[config.mk]
export PLATFORM = sky130hd
export DESIGN_NAME = sarc_ctrl
export DESIGN_NICKNAME = d
export VERILOG_FILES = /design/src/core/sarc_pkg.sv /design/src/core/sarc_ctrl.sv /design/src/core/sarc_sync.sv /design/src/core/sarc_buf.sv
export SDC_FILE = /design/constraint.sdc
export NUM_CORES = 1
export LEC_CHECK = 0
export BUFFER_PORTS_ARGS = -buffer_cell sky130_fd_sc_hd__buf_2
export CORE_MARGIN = 1.5
export CORE_UTILIZATION = 45
export CTS_BUF_LIST = sky130_fd_sc_hd__clkbuf_2
export DETAILED_ROUTE_END_ITERATION = 7
export HOLD_SLACK_MARGIN = 0.06
export PLACE_DENSITY = 0.66
export SLEW_MARGIN = 0
export SYNTH_ARGS = -nofsm -noshare
export SYNTH_HDL_FRONTEND = slang
export SYNTH_SLANG_ARGS = --single-unit
[constraint.sdc]
create_clock -name clk -period 6.7 [get_ports clk]
set_clock_uncertainty 0.05 [all_clocks]
set_input_delay 1.675 -clock clk [delete_from_list [all_inputs] [get_ports clk]]
set_output_delay 1.675 -clock clk [all_outputs]
set_load 0.05 [all_outputs]
[src/core/sarc_pkg.sv]
/*
 * Shared constants and carrier types for the converter control block.
 * Assumes a single 250 MHz clock domain and a plain register port.
 */
package sarc_pkg;

    // ***********************************
    // Widths and timing
    // ***********************************
    localparam int AW = 8;
    localparam int DW = 16;
    localparam int RW = 10;
    localparam int CW = 4;
    localparam real CLK_PERIOD_NS = 4.0;

    // ***********************************
    // Register byte addresses
    // ***********************************
    localparam logic [AW-1:0] ADDR_CTRL = 8'h00;
    localparam logic [AW-1:0] ADDR_MUX = 8'h04;
    localparam logic [AW-1:0] ADDR_START = 8'h08;
    localparam logic [AW-1:0] ADDR_STAT = 8'h0C;
    localparam logic [AW-1:0] ADDR_RESH = 8'h10;
    localparam logic [AW-1:0] ADDR_RESL = 8'h14;
    localparam logic [AW-1:0] ADDR_WINH = 8'h18;
    localparam logic [AW-1:0] ADDR_WINL = 8'h1C;

    // ***********************************
    // Field positions
    // ***********************************
    localparam int CTRL_EN = 0;
    localparam int CTRL_TRIG_LO = 1;
    localparam int CTRL_TRIG_HI = 3;
    localparam int CTRL_GAIN_HALF = 4;
    localparam int CTRL_COMPAT8 = 5;
    localparam int CTRL_DONE_IE = 6;
    localparam int CTRL_WIN_IE = 7;
    localparam int CTRL_WIN_INSIDE = 8;
    localparam int CTRL_BITS = 9;
    localparam int STAT_DONE = 0;
    localparam int STAT_WIN = 1;
    localparam int STAT_BUSY = 2;
    localparam int START_GO = 0;
    localparam int RESH_BITS = 2;
    localparam int COMPAT_SHIFT = 2;

    // ***********************************
    // Reset values and codes
    // ***********************************
    localparam logic [CTRL_BITS-1:0] CTRL_RST = 9'h000;
    localparam logic [CW-1:0] MUX_RST = 4'h0;
    localparam logic [RW-1:0] WINH_RST = 10'h3FF;
    localparam logic [RW-1:0] WINL_RST = 10'h000;
    localparam logic [RW-1:0] RES_RST = 10'h000;
    localparam logic [DW-1:0] RD_ZERO = 16'h0000;
    localparam logic [CW-1:0] MUX_TEMP = 4'h8;
    localparam logic [CW-1:0] MUX_VDD = 4'h9;

    typedef enum logic [2:0] {
        TRIG_SW = 3'h0,
        TRIG_T0 = 3'h1,
        TRIG_T1 = 3'h2,
        TRIG_T2 = 3'h3,
        TRIG_EXT = 3'h4
    } sarc_trig_t;

    // ***********************************
    // Carriers
    // ***********************************
    typedef struct packed {
        logic [AW-1:0] addr;
        logic [DW-1:0] wdata;
        logic wr;
        logic rd;
    } sarc_bus_req_t;

    typedef struct packed {
        logic t0_ovf;
        logic t1_ovf;
        logic t2_ovf;
    } sarc_timers_t;

    typedef struct packed {
        logic power_on;
        logic start;
        logic gain_half;
        logic [CW-1:0] mux_sel;
    } sarc_analog_ctl_t;

endpackage

[src/core/sarc_ctrl.sv]
/*
 * Successive-approximation converter control: trigger selection,
 * result capture, window compare, status and register port.
 * Assumes the analog core answers each start with one result word
 * on a valid/ready channel, and timer overflows are clk pulses.
 */
`timescale 1ns/10ps
module sarc_ctrl #(
    parameter int RES_W = sarc_pkg::RW
) (
    // Clock and reset
    input wire logic clk,
    input wire logic rstn,
    // Register port
    input wire sarc_pkg::sarc_bus_req_t bus_req,
    output logic [sarc_pkg::DW-1:0] rdata,
    // Trigger sources
    input wire sarc_pkg::sarc_timers_t timers,
    input wire logic ext_start_pin,
    // Analog core control
    output sarc_pkg::sarc_analog_ctl_t analog_ctl,
    // Analog core result
    input wire logic conv_valid,
    input wire logic [RES_W-1:0] conv_data,
    output logic conv_ready,
    // Interrupt requests
    output logic done_irq,
    output logic win_irq
);

    // ***********************************
    // State
    // ***********************************
    typedef enum {
        ST_IDLE,
        ST_BUSY
    } sarc_fsm_t;

    typedef struct packed {
        sarc_fsm_t fsm;
        logic [sarc_pkg::CTRL_BITS-1:0] ctrl;
        logic [sarc_pkg::CW-1:0] mux;
        logic [RES_W-1:0] win_hi;
        logic [RES_W-1:0] win_lo;
        logic [RES_W-1:0] result;
        logic done_flag;
        logic win_flag;
        logic ext_prev;
        logic start;
        logic done_irq;
        logic win_irq;
        logic [sarc_pkg::DW-1:0] rdata;
    } sarc_ctrl_st_t;

    sarc_ctrl_st_t st_reg;
    sarc_ctrl_st_t st_next;
    logic ext_level;
    logic buf_valid;
    logic [RES_W-1:0] buf_data;
    logic buf_ready;
    logic trig;
    logic enabled;
    logic in_window;
    logic hit;
    logic [sarc_pkg::DW-1:0] rd_mux;
    sarc_pkg::sarc_trig_t trig_sel;

    // ***********************************
    // Submodules
    // ***********************************
    sarc_sync u_ext_sync (
        .clk(clk),
        .rstn(rstn),
        .pin_in(ext_start_pin),
        .level_out(ext_level)
    );

    sarc_buf #(
        .W(RES_W)
    ) u_res_buf (
        .clk(clk),
        .rstn(rstn),
        .in_valid(conv_valid),
        .in_data(conv_data),
        .in_ready(conv_ready),
        .out_valid(buf_valid),
        .out_data(buf_data),
        .out_ready(buf_ready)
    );

    // ***********************************
    // Trigger and compare
    // ***********************************
    always_comb begin
        trig_sel = sarc_pkg::sarc_trig_t'(
            st_reg.ctrl[sarc_pkg::CTRL_TRIG_HI:sarc_pkg::CTRL_TRIG_LO]);
        enabled = st_reg.ctrl[sarc_pkg::CTRL_EN];
        case (trig_sel)
            sarc_pkg::TRIG_SW: begin
                trig = bus_req.wr && (bus_req.addr == sarc_pkg::ADDR_START)
                    && bus_req.wdata[sarc_pkg::START_GO];
            end
            sarc_pkg::TRIG_T0: begin
                trig = timers.t0_ovf;
            end
            sarc_pkg::TRIG_T1: begin
                trig = timers.t1_ovf;
            end
            sarc_pkg::TRIG_T2: begin
                trig = timers.t2_ovf;
            end
            sarc_pkg::TRIG_EXT: begin
                trig = ext_level && !st_reg.ext_prev;
            end
            default: begin
                trig = 1'b0;
            end
        endcase
        in_window = (buf_data >= st_reg.win_lo)
            && (buf_data <= st_reg.win_hi);
        hit = st_reg.ctrl[sarc_pkg::CTRL_WIN_INSIDE] ? in_window
            : !in_window;
        buf_ready = (st_reg.fsm == ST_BUSY);
    end

    // ***********************************
    // Read mux
    // ***********************************
    always_comb begin
        rd_mux = sarc_pkg::RD_ZERO;
        case (bus_req.addr)
            sarc_pkg::ADDR_CTRL: begin
                rd_mux[sarc_pkg::CTRL_BITS-1:0] = st_reg.ctrl;
            end
            sarc_pkg::ADDR_MUX: begin
                rd_mux[sarc_pkg::CW-1:0] = st_reg.mux;
            end
            sarc_pkg::ADDR_STAT: begin
                rd_mux[sarc_pkg::STAT_DONE] = st_reg.done_flag;
                rd_mux[sarc_pkg::STAT_WIN] = st_reg.win_flag;
                rd_mux[sarc_pkg::STAT_BUSY] = (st_reg.fsm == ST_BUSY);
            end
            sarc_pkg::ADDR_RESH: begin
                if (!st_reg.ctrl[sarc_pkg::CTRL_COMPAT8]) begin
                    rd_mux[sarc_pkg::RESH_BITS-1:0] =
                        st_reg.result[RES_W-1:RES_W-sarc_pkg::RESH_BITS];
                end
            end
            sarc_pkg::ADDR_RESL: begin
                if (st_reg.ctrl[sarc_pkg::CTRL_COMPAT8]) begin
                    rd_mux[RES_W-sarc_pkg::COMPAT_SHIFT-1:0] =
                        st_reg.result[RES_W-1:sarc_pkg::COMPAT_SHIFT];
                end else begin
                    rd_mux[RES_W-sarc_pkg::RESH_BITS-1:0] =
                        st_reg.result[RES_W-sarc_pkg::RESH_BITS-1:0];
                end
            end
            sarc_pkg::ADDR_WINH: begin
                rd_mux[RES_W-1:0] = st_reg.win_hi;
            end
            sarc_pkg::ADDR_WINL: begin
                rd_mux[RES_W-1:0] = st_reg.win_lo;
            end
            default: begin
                rd_mux = sarc_pkg::RD_ZERO;
            end
        endcase
    end

    // ***********************************
    // Next state
    // ***********************************
    always_comb begin
        st_next = st_reg;
        st_next.ext_prev = ext_level;
        st_next.start = 1'b0;
        st_next.rdata = bus_req.rd ? rd_mux : sarc_pkg::RD_ZERO;
        if (bus_req.wr) begin
            case (bus_req.addr)
                sarc_pkg::ADDR_CTRL: begin
                    st_next.ctrl =
                        bus_req.wdata[sarc_pkg::CTRL_BITS-1:0];
                end
                sarc_pkg::ADDR_MUX: begin
                    st_next.mux = bus_req.wdata[sarc_pkg::CW-1:0];
                end
                sarc_pkg::ADDR_STAT: begin
                    if (bus_req.wdata[sarc_pkg::STAT_DONE]) begin
                        st_next.done_flag = 1'b0;
                    end
                    if (bus_req.wdata[sarc_pkg::STAT_WIN]) begin
                        st_next.win_flag = 1'b0;
                    end
                end
                sarc_pkg::ADDR_WINH: begin
                    st_next.win_hi = bus_req.wdata[RES_W-1:0];
                end
                sarc_pkg::ADDR_WINL: begin
                    st_next.win_lo = bus_req.wdata[RES_W-1:0];
                end
                default: begin
                    st_next.mux = st_reg.mux;
                end
            endcase
        end
        case (st_reg.fsm)
            ST_IDLE: begin
                if (trig && enabled) begin
                    st_next.start = 1'b1;
                    st_next.fsm = ST_BUSY;
                end
            end
            ST_BUSY: begin
                if (!enabled) begin
                    st_next.fsm = ST_IDLE;
                end else if (buf_valid) begin
                    st_next.result = buf_data;
                    st_next.done_flag = 1'b1;
                    if (hit) begin
                        st_next.win_flag = 1'b1;
                    end
                    st_next.fsm = ST_IDLE;
                end
                // Triggers here fall through unused
            end
            default: begin
                st_next.fsm = ST_IDLE;
            end
        endcase
        st_next.done_irq = st_next.done_flag
            && st_next.ctrl[sarc_pkg::CTRL_DONE_IE];
        st_next.win_irq = st_next.win_flag
            && st_next.ctrl[sarc_pkg::CTRL_WIN_IE];
    end

    always_ff @(posedge clk or negedge rstn) begin
        if (!rstn) begin
            st_reg.fsm <= ST_IDLE;
            st_reg.ctrl <= sarc_pkg::CTRL_RST;
            st_reg.mux <= sarc_pkg::MUX_RST;
            st_reg.win_hi <= sarc_pkg::WINH_RST;
            st_reg.win_lo <= sarc_pkg::WINL_RST;
            st_reg.result <= sarc_pkg::RES_RST;
            st_reg.done_flag <= 1'b0;
            st_reg.win_flag <= 1'b0;
            st_reg.ext_prev <= 1'b0;
            st_reg.start <= 1'b0;
            st_reg.done_irq <= 1'b0;
            st_reg.win_irq <= 1'b0;
            st_reg.rdata <= sarc_pkg::RD_ZERO;
        end else begin
            st_reg <= st_next;
        end
    end

    // ***********************************
    // Outputs
    // ***********************************
    assign rdata = st_reg.rdata;
    assign done_irq = st_reg.done_irq;
    assign win_irq = st_reg.win_irq;
    assign analog_ctl.power_on = st_reg.ctrl[sarc_pkg::CTRL_EN];
    assign analog_ctl.start = st_reg.start;
    assign analog_ctl.gain_half =
        st_reg.ctrl[sarc_pkg::CTRL_GAIN_HALF];
    assign analog_ctl.mux_sel = st_reg.mux;

endmodule

[src/core/sarc_sync.sv]
/*
 * Three-stage synchroniser for one pin input.
 * Assumes the input is asynchronous to clk; output follows once
 * the second and third stages agree.
 */
`timescale 1ns/10ps
module sarc_sync (
    // Clock and reset
    input wire logic clk,
    input wire logic rstn,
    // Pin side
    input wire logic pin_in,
    // Core side
    output logic level_out
);

    typedef struct packed {
        logic s1;
        logic s2;
        logic s3;
        logic level;
    } sarc_sync_st_t;

    sarc_sync_st_t st_reg;
    sarc_sync_st_t st_next;

    always_comb begin
        st_next = st_reg;
        st_next.s1 = pin_in;
        st_next.s2 = st_reg.s1;
        st_next.s3 = st_reg.s2;
        if (st_reg.s2 == st_reg.s3) begin
            st_next.level = st_reg.s3;
        end
    end

    always_ff @(posedge clk or negedge rstn) begin
        if (!rstn) begin
            st_reg <= '0;
        end else begin
            st_reg <= st_next;
        end
    end

    assign level_out = st_reg.level;

endmodule

[src/core/sarc_buf.sv]
/*
 * Two-entry buffer with valid and ready on both sides.
 * Assumes producer holds data while valid and not ready.
 */
`timescale 1ns/10ps
module sarc_buf #(
    parameter int W = 10
) (
    // Clock and reset
    input wire logic clk,
    input wire logic rstn,
    // Fill side
    input wire logic in_valid,
    input wire logic [W-1:0] in_data,
    output logic in_ready,
    // Drain side
    output logic out_valid,
    output logic [W-1:0] out_data,
    input wire logic out_ready
);

    typedef struct packed {
        logic [1:0][W-1:0] mem;
        logic [1:0] cnt;
        logic head;
        logic full;
    } sarc_buf_st_t;

    sarc_buf_st_t st_reg;
    sarc_buf_st_t st_next;
    logic push;
    logic pop;

    always_comb begin
        st_next = st_reg;
        pop = out_valid && out_ready;
        push = in_valid && !st_reg.full;
        if (push) begin
            st_next.mem[st_reg.head ^ st_reg.cnt[0]] = in_data;
        end
        if (pop) begin
            st_next.head = !st_reg.head;
        end
        st_next.cnt = st_reg.cnt + {1'b0, push} - {1'b0, pop};
        st_next.full = st_next.cnt[1];
    end

    always_ff @(posedge clk or negedge rstn) begin
        if (!rstn) begin
            st_reg <= '0;
        end else begin
            st_reg <= st_next;
        end
    end

    assign in_ready = !st_reg.full;
    assign out_valid = (st_reg.cnt != 2'h0);
    assign out_data = st_reg.mem[st_reg.head];

endmodule

* After elaboration in Yosys (flattened, before gate mapping)
Index checks and enable logic that the tools add are counted.
Storage, ports and cells: register bits 119, bits in latches 0, RAM bits 0, bits in read-only memories 0, output and inout bits 26, logic and storage cells 106, memories 0
Operators by class: add/sub/neg operators 2, multipliers 0, div/mod/pow operators 0, $lt $le $gt $ge 5, equality and inequality tests 16, shift operators 0, muxes and demuxes 35, bitwise logic cells 1, reduce and logical (&&, ||, !) cells 24
Operator list (number):
- 2-to-1 mux 32 bit | 4
- one-hot mux 32 bit (2 select lines) | 1
- 2-to-1 mux 10 bit | 6
- equality test 32 x 1 -> 1 bit (second input constant) | 1
- equality test 32 x 2 -> 1 bit (second input constant) | 1
- equality test 8 x 5 -> 1 bit (second input constant) | 4
- zero test 32 bit | 1
- bitwise mux 20 bit | 1
- equality test 8 x 4 -> 1 bit (second input constant) | 2
- 2-to-1 mux 8 bit | 2
- one-hot mux 4 bit (4 select lines) | 1
- one-hot mux 2 bit (7 select lines) | 1
- 2-to-1 mux 2 bit | 6
- demux 10 bit (select 1 bit) | 1
- >= comparator 10 bit | 1
- less-or-equal comparator 10 bit | 1
- logical AND 1 bit | 10
- one-hot mux 1 bit (5 select lines) | 2
- AND reduction 2 bit | 5
- equality test 8 x 3 -> 1 bit (second input constant) | 1
- zero test 8 bit | 1
- equality test 3 x 2 -> 1 bit (second input constant) | 2
- 2-to-1 mux 1 bit | 6
- one-hot mux 1 bit (6 select lines) | 1
- other kinds (17) | 21

* Depth between registers and ports, before layout
depth after elaboration 11, mapped depth 9, gate-level depth less buffers 8

* Modules after synthesis
Synthesis repeated with hierarchy kept, for this count alone.
Unflattened totals: cells, all modules 380, area total of the unflattened synthesis 4589.4 µm²
Modules (own cells, without submodules):
- sarc_ctrl | instances 1, cells each 307, area each 3445.8 µm²
- sarc_buf | instances 1, cells each 68, area each 1032.2 µm²
- sarc_sync | instances 1, cells each 5, area each 111.4 µm²

* Least setup slack after synthesis
OpenSTA, ideal clock, no wires.
path kind input -> register, from input bus_req[19] (netlist bit), to register st_reg (netlist bit analog_ctl[0]), data arrival time 3297 ps, setup slack 3228 ps, cell stages on the path 6, path buffers 0, cells stage by stage or4_4 -> nor3_1 -> and2_1 -> nand2_1 -> nor2_1 -> mux2_2
Between the ends: longest elaborated chain between the ends 2
Ends and longest elaborated chain:
- from (decl) | RTL line sarc_ctrl.sv:15 | input wire sarc_pkg::sarc_bus_req_t bus_req,
- equality test 8 x 3 -> 1 bit | RTL line sarc_ctrl.sv:179 | case (bus_req.addr)
- AND reduction 2 bit (no line)
- to (signal assigned) | RTL line sarc_ctrl.sv:252 | st_reg <= st_next;
- to (decl) | RTL line sarc_ctrl.sv:55 | sarc_ctrl_st_t st_reg;
Every way passes these cells. A chain may end at the register's enable or synchronous reset.

* Worst setup path after layout
from input bus_req[19] (netlist bit), to register st_reg[42] (netlist bit)
Between the ends: longest elaborated chain between the ends 2
Ends and longest elaborated chain (RTL line):
- equality test 8 x 5 -> 1 bit | sarc_ctrl.sv:179
- AND reduction 2 bit (no line)
Every way passes these cells.

==> impl_metrics.env <==
export IMPL_status="finished, final reports clean"
export IMPL_ctsResizeCount=0
export IMPL_grt_pass1_vias=2903
export IMPL_timing_final_crit_share_pct=50.1
export IMPL_start_util_pct=46.3
export IMPL_syn_inst=374
export IMPL_crit_fanout=10
export IMPL_hold_class="reg -> reg"
export IMPL_power_per_cell_area_nw_per_um2=277
export IMPL_hold_ws_ns=0.334
export IMPL_ant_nets=0
export IMPL_place_congestion=0.887
export IMPL_seq_power_share_pct=48.7
export IMPL_period_minus_slack_ns=3.35
export IMPL_hold_buffers=0
export IMPL_die_area_um2=10600
export IMPL_synth_edf_count=0
export IMPL_antenna_found_initial=0
export IMPL_grt_use_met1_pct=26.4
export IMPL_seq_area_frac_synth_pct=48.6
export IMPL_drive_gt1_share_pct=40.3
export IMPL_fin_nets=477
export IMPL_final_cell_area_um2=4870
export IMPL_tns_ns=0
export IMPL_synthTopCellsByArea="dfrtp_1, mux2_2, ha_1"
export IMPL_ir_worst_vdd_v=0.000172
export IMPL_clk_pin_slew_ns=0.22
export IMPL_io_pins=69
export IMPL_worst_pin_slew_ns=1.04
export IMPL_synthArstFlopShare_pct=100
export IMPL_dieHeight_um=103
export IMPL_yosysTopAreaCellShare_pct=42.8
export IMPL_placed_cell_area_um2=4760
export IMPL_clk_path_buf_depth=2
export IMPL_antenna_cells=0
export IMPL_grtUsageMet2_pct=29.1
export IMPL_cts_root_buf="clkbuf_2"
export IMPL_place_inst=534
export IMPL_dp_hpwl_um=6880
export IMPL_busiest_layer="met2"
export IMPL_yosysTopAreaCell="dfrtp_1"
export IMPL_setup_ws_ns=3.35
export IMPL_cts_buffers=9
export IMPL_ys_flop_type="dfrtp_1"
export IMPL_cap_violations=0
export IMPL_clock_sinks=87
export IMPL_num_rows=36
export IMPL_worstSetupStartpointType="input pin"
export IMPL_viasPerCell=5.36
export IMPL_rsz0062_at_grt="no"
export IMPL_finalSetupViolCount=0
export IMPL_area_growth_pct=8.08
export IMPL_slew_viol_final=0
export IMPL_cts_htree_levels=3
export IMPL_yosysWarnings=0
export IMPL_avgSynthCellArea_um2=12.0
export IMPL_netSwitchingPower_mw=0.449
export IMPL_worstSetupPathType="in -> reg"
export IMPL_crit_arrival_ns=3.81
export IMPL_crit_required_ns=7.15
export IMPL_pre_cts_slack_ns=2.79
export IMPL_wirelength_um=9250
export IMPL_power_leakage_nw=2.29
export IMPL_globalRouteTotalUtil_pct=19.3
export IMPL_grt_first_pass_wirelength_um=14900
export IMPL_power_share_switching_pct=33.2
export IMPL_grt_max_degree=88
export IMPL_p_comb_share_pct=31.8
export IMPL_ys_ff_latch=87
export IMPL_fin_util_pct=50.1
export IMPL_drc_errors=0
export IMPL_cts_setup_buffers=0
export IMPL_final_cells=550
export IMPL_cts_tree="yes"
export IMPL_grt_overflow=0
export IMPL_clkLatencyLatePin_ns=0.56
export IMPL_via_count=2947
export IMPL_largest_reg_flops=41
export IMPL_max_slew_margin_rel_pct=30.6
export IMPL_avgRoutedWirePerCell_um=16.8
export IMPL_yosysUniqueCellTypes=55
export IMPL_finalHoldViolations=0
export IMPL_core_area_um2=9730
export IMPL_drt_iter0_markers=140
export IMPL_intPower_mw=0.901
export IMPL_die_x_um=103
export IMPL_first_pass_iters=5
export IMPL_timing_fmax_mhz=298
export IMPL_power_frac_clock_pct=19.5
export IMPL_io_buffers=56
export IMPL_cp_end_kind="flip-flop"
export IMPL_grt_use_met3_pct=5.42
export IMPL_p_total_mw=1.35
export IMPL_synth_area_um2=4510
## power groups by stage
stage	clock, mW	combinational, mW	sequential (mW)
after floorplan	0	0.333	0.653
after global placement	0	0.412	0.666
after detailed placement	0	0.430	0.670
after CTS	0.276	0.433	0.659
after global routing	0.296	0.487	0.671
final	0.263	0.430	0.657
## worst paths after layout
| kind | start | end | slack, ns | depth (start not counted) |
|---|---|---|---|---|
| worst min register to register | u_ext_sync.st_next[2] | u_ext_sync.st_next[1] | 0.33 | 0 |
| worst max register to register | u_res_buf.st_reg[1] | win_irq | 3.82 | 7 |
| worst min-delay path | u_ext_sync.st_next[2] | u_ext_sync.st_next[1] | 0.33 | 0 |
| worst max-delay path | bus_req[19] | st_reg[42] | 3.35 | 6 |
| min in group asynchronous | rstn | st_reg[26] | 1.22 | 1 |
| max in group asynchronous | rstn | u_res_buf.st_reg[20] | 4.72 | 1 |
## kinds of logic after synthesis
logic type,after synthesis,synth area share (%)
AO/OA/AOI/OAI,51,7.86
XOR/XNOR,5,0.972
adder cells (fa/ha/maj),23,6.33
buffers and inverters,58,6.75
flip-flops,87,48.6
multiplexers,84,21.0
other,1,0.0832
AND/OR/NAND/NOR,65,8.39
## Yosys cell counts, drive strengths merged, types with 3 or more instances
library cell	instances
nand2b	3
nor2b	4
mux2	79
a21oi	12
nor3	3
dfstp	10
ha	22
a222oi	4
o21ai	9
nand4	4
and3	3
nor4	3
xnor2	5
mux2i	5
clkbuf	9
buf	25
nand2	20
dfrtp	77
a22oi	3
a21boi	3
and2	3
nand3	7
inv	24
a221oi	3
nor2	7
## worst max-delay path, cell delays in order
cell and delay [ns]:
buf_2 0.10, nor4_1 0.45, nand3_1 0.30, nor2_2 0.42, nand2_1 0.44, mux2_2 0.41
## layout make-up
type,instances,area (µm²)
clock inverters,6,60.1
well taps,133,166
fillers,919,4860
multi-input cells,234,2030
inverters,24,90.1
repair buffers,56,283
clock buffers,10,50.0
flip-flops and latches,87,2190
## placed cells by master, fill, tap and decap left out, types with 3 or more instances in the layout
| cell type | netlist | final |
|---|---|---|
| a221oi_1 | 3 | 3 |
| inv_1 | 24 | 24 |
| a21oi_1 | 12 | 12 |
| mux2_2 | 77 | 77 |
| o21ai_0 | 9 | 9 |
| nand3_1 | 7 | 7 |
| a222oi_1 | 4 | 4 |
| nor2b_1 | 4 | 4 |
| dfrtp_1 | 77 | 77 |
| nand2_1 | 19 | 19 |
| mux2i_1 | 5 | 5 |
| nor3_1 | 3 | 3 |
| and3_1 | 3 | 3 |
| xnor2_1 | 5 | 5 |
| nor2_1 | 6 | 6 |
| nand2b_1 | 3 | 3 |
| a22oi_1 | 3 | 3 |
| ha_1 | 22 | 22 |
| dfstp_2 | 10 | 10 |
| nand4_1 | 4 | 4 |
| conb_1 | 1 | 6 |
| buf_2 | 0 | 55 |
| clkbuf_2 | 0 | 10 |
## routing by layer
| metal | vias up | share of wire (%) |
|---|---|---|
| met5 | - | 0 |
| met4 | 0 | 2.5 |
| met3 | 14 | 4.6 |
| met2 | 78 | 45 |
| met1 | 1463 | 48 |
| li1 | 1392 | - |
No activity file was read; power rests on OpenSTA's default activity.
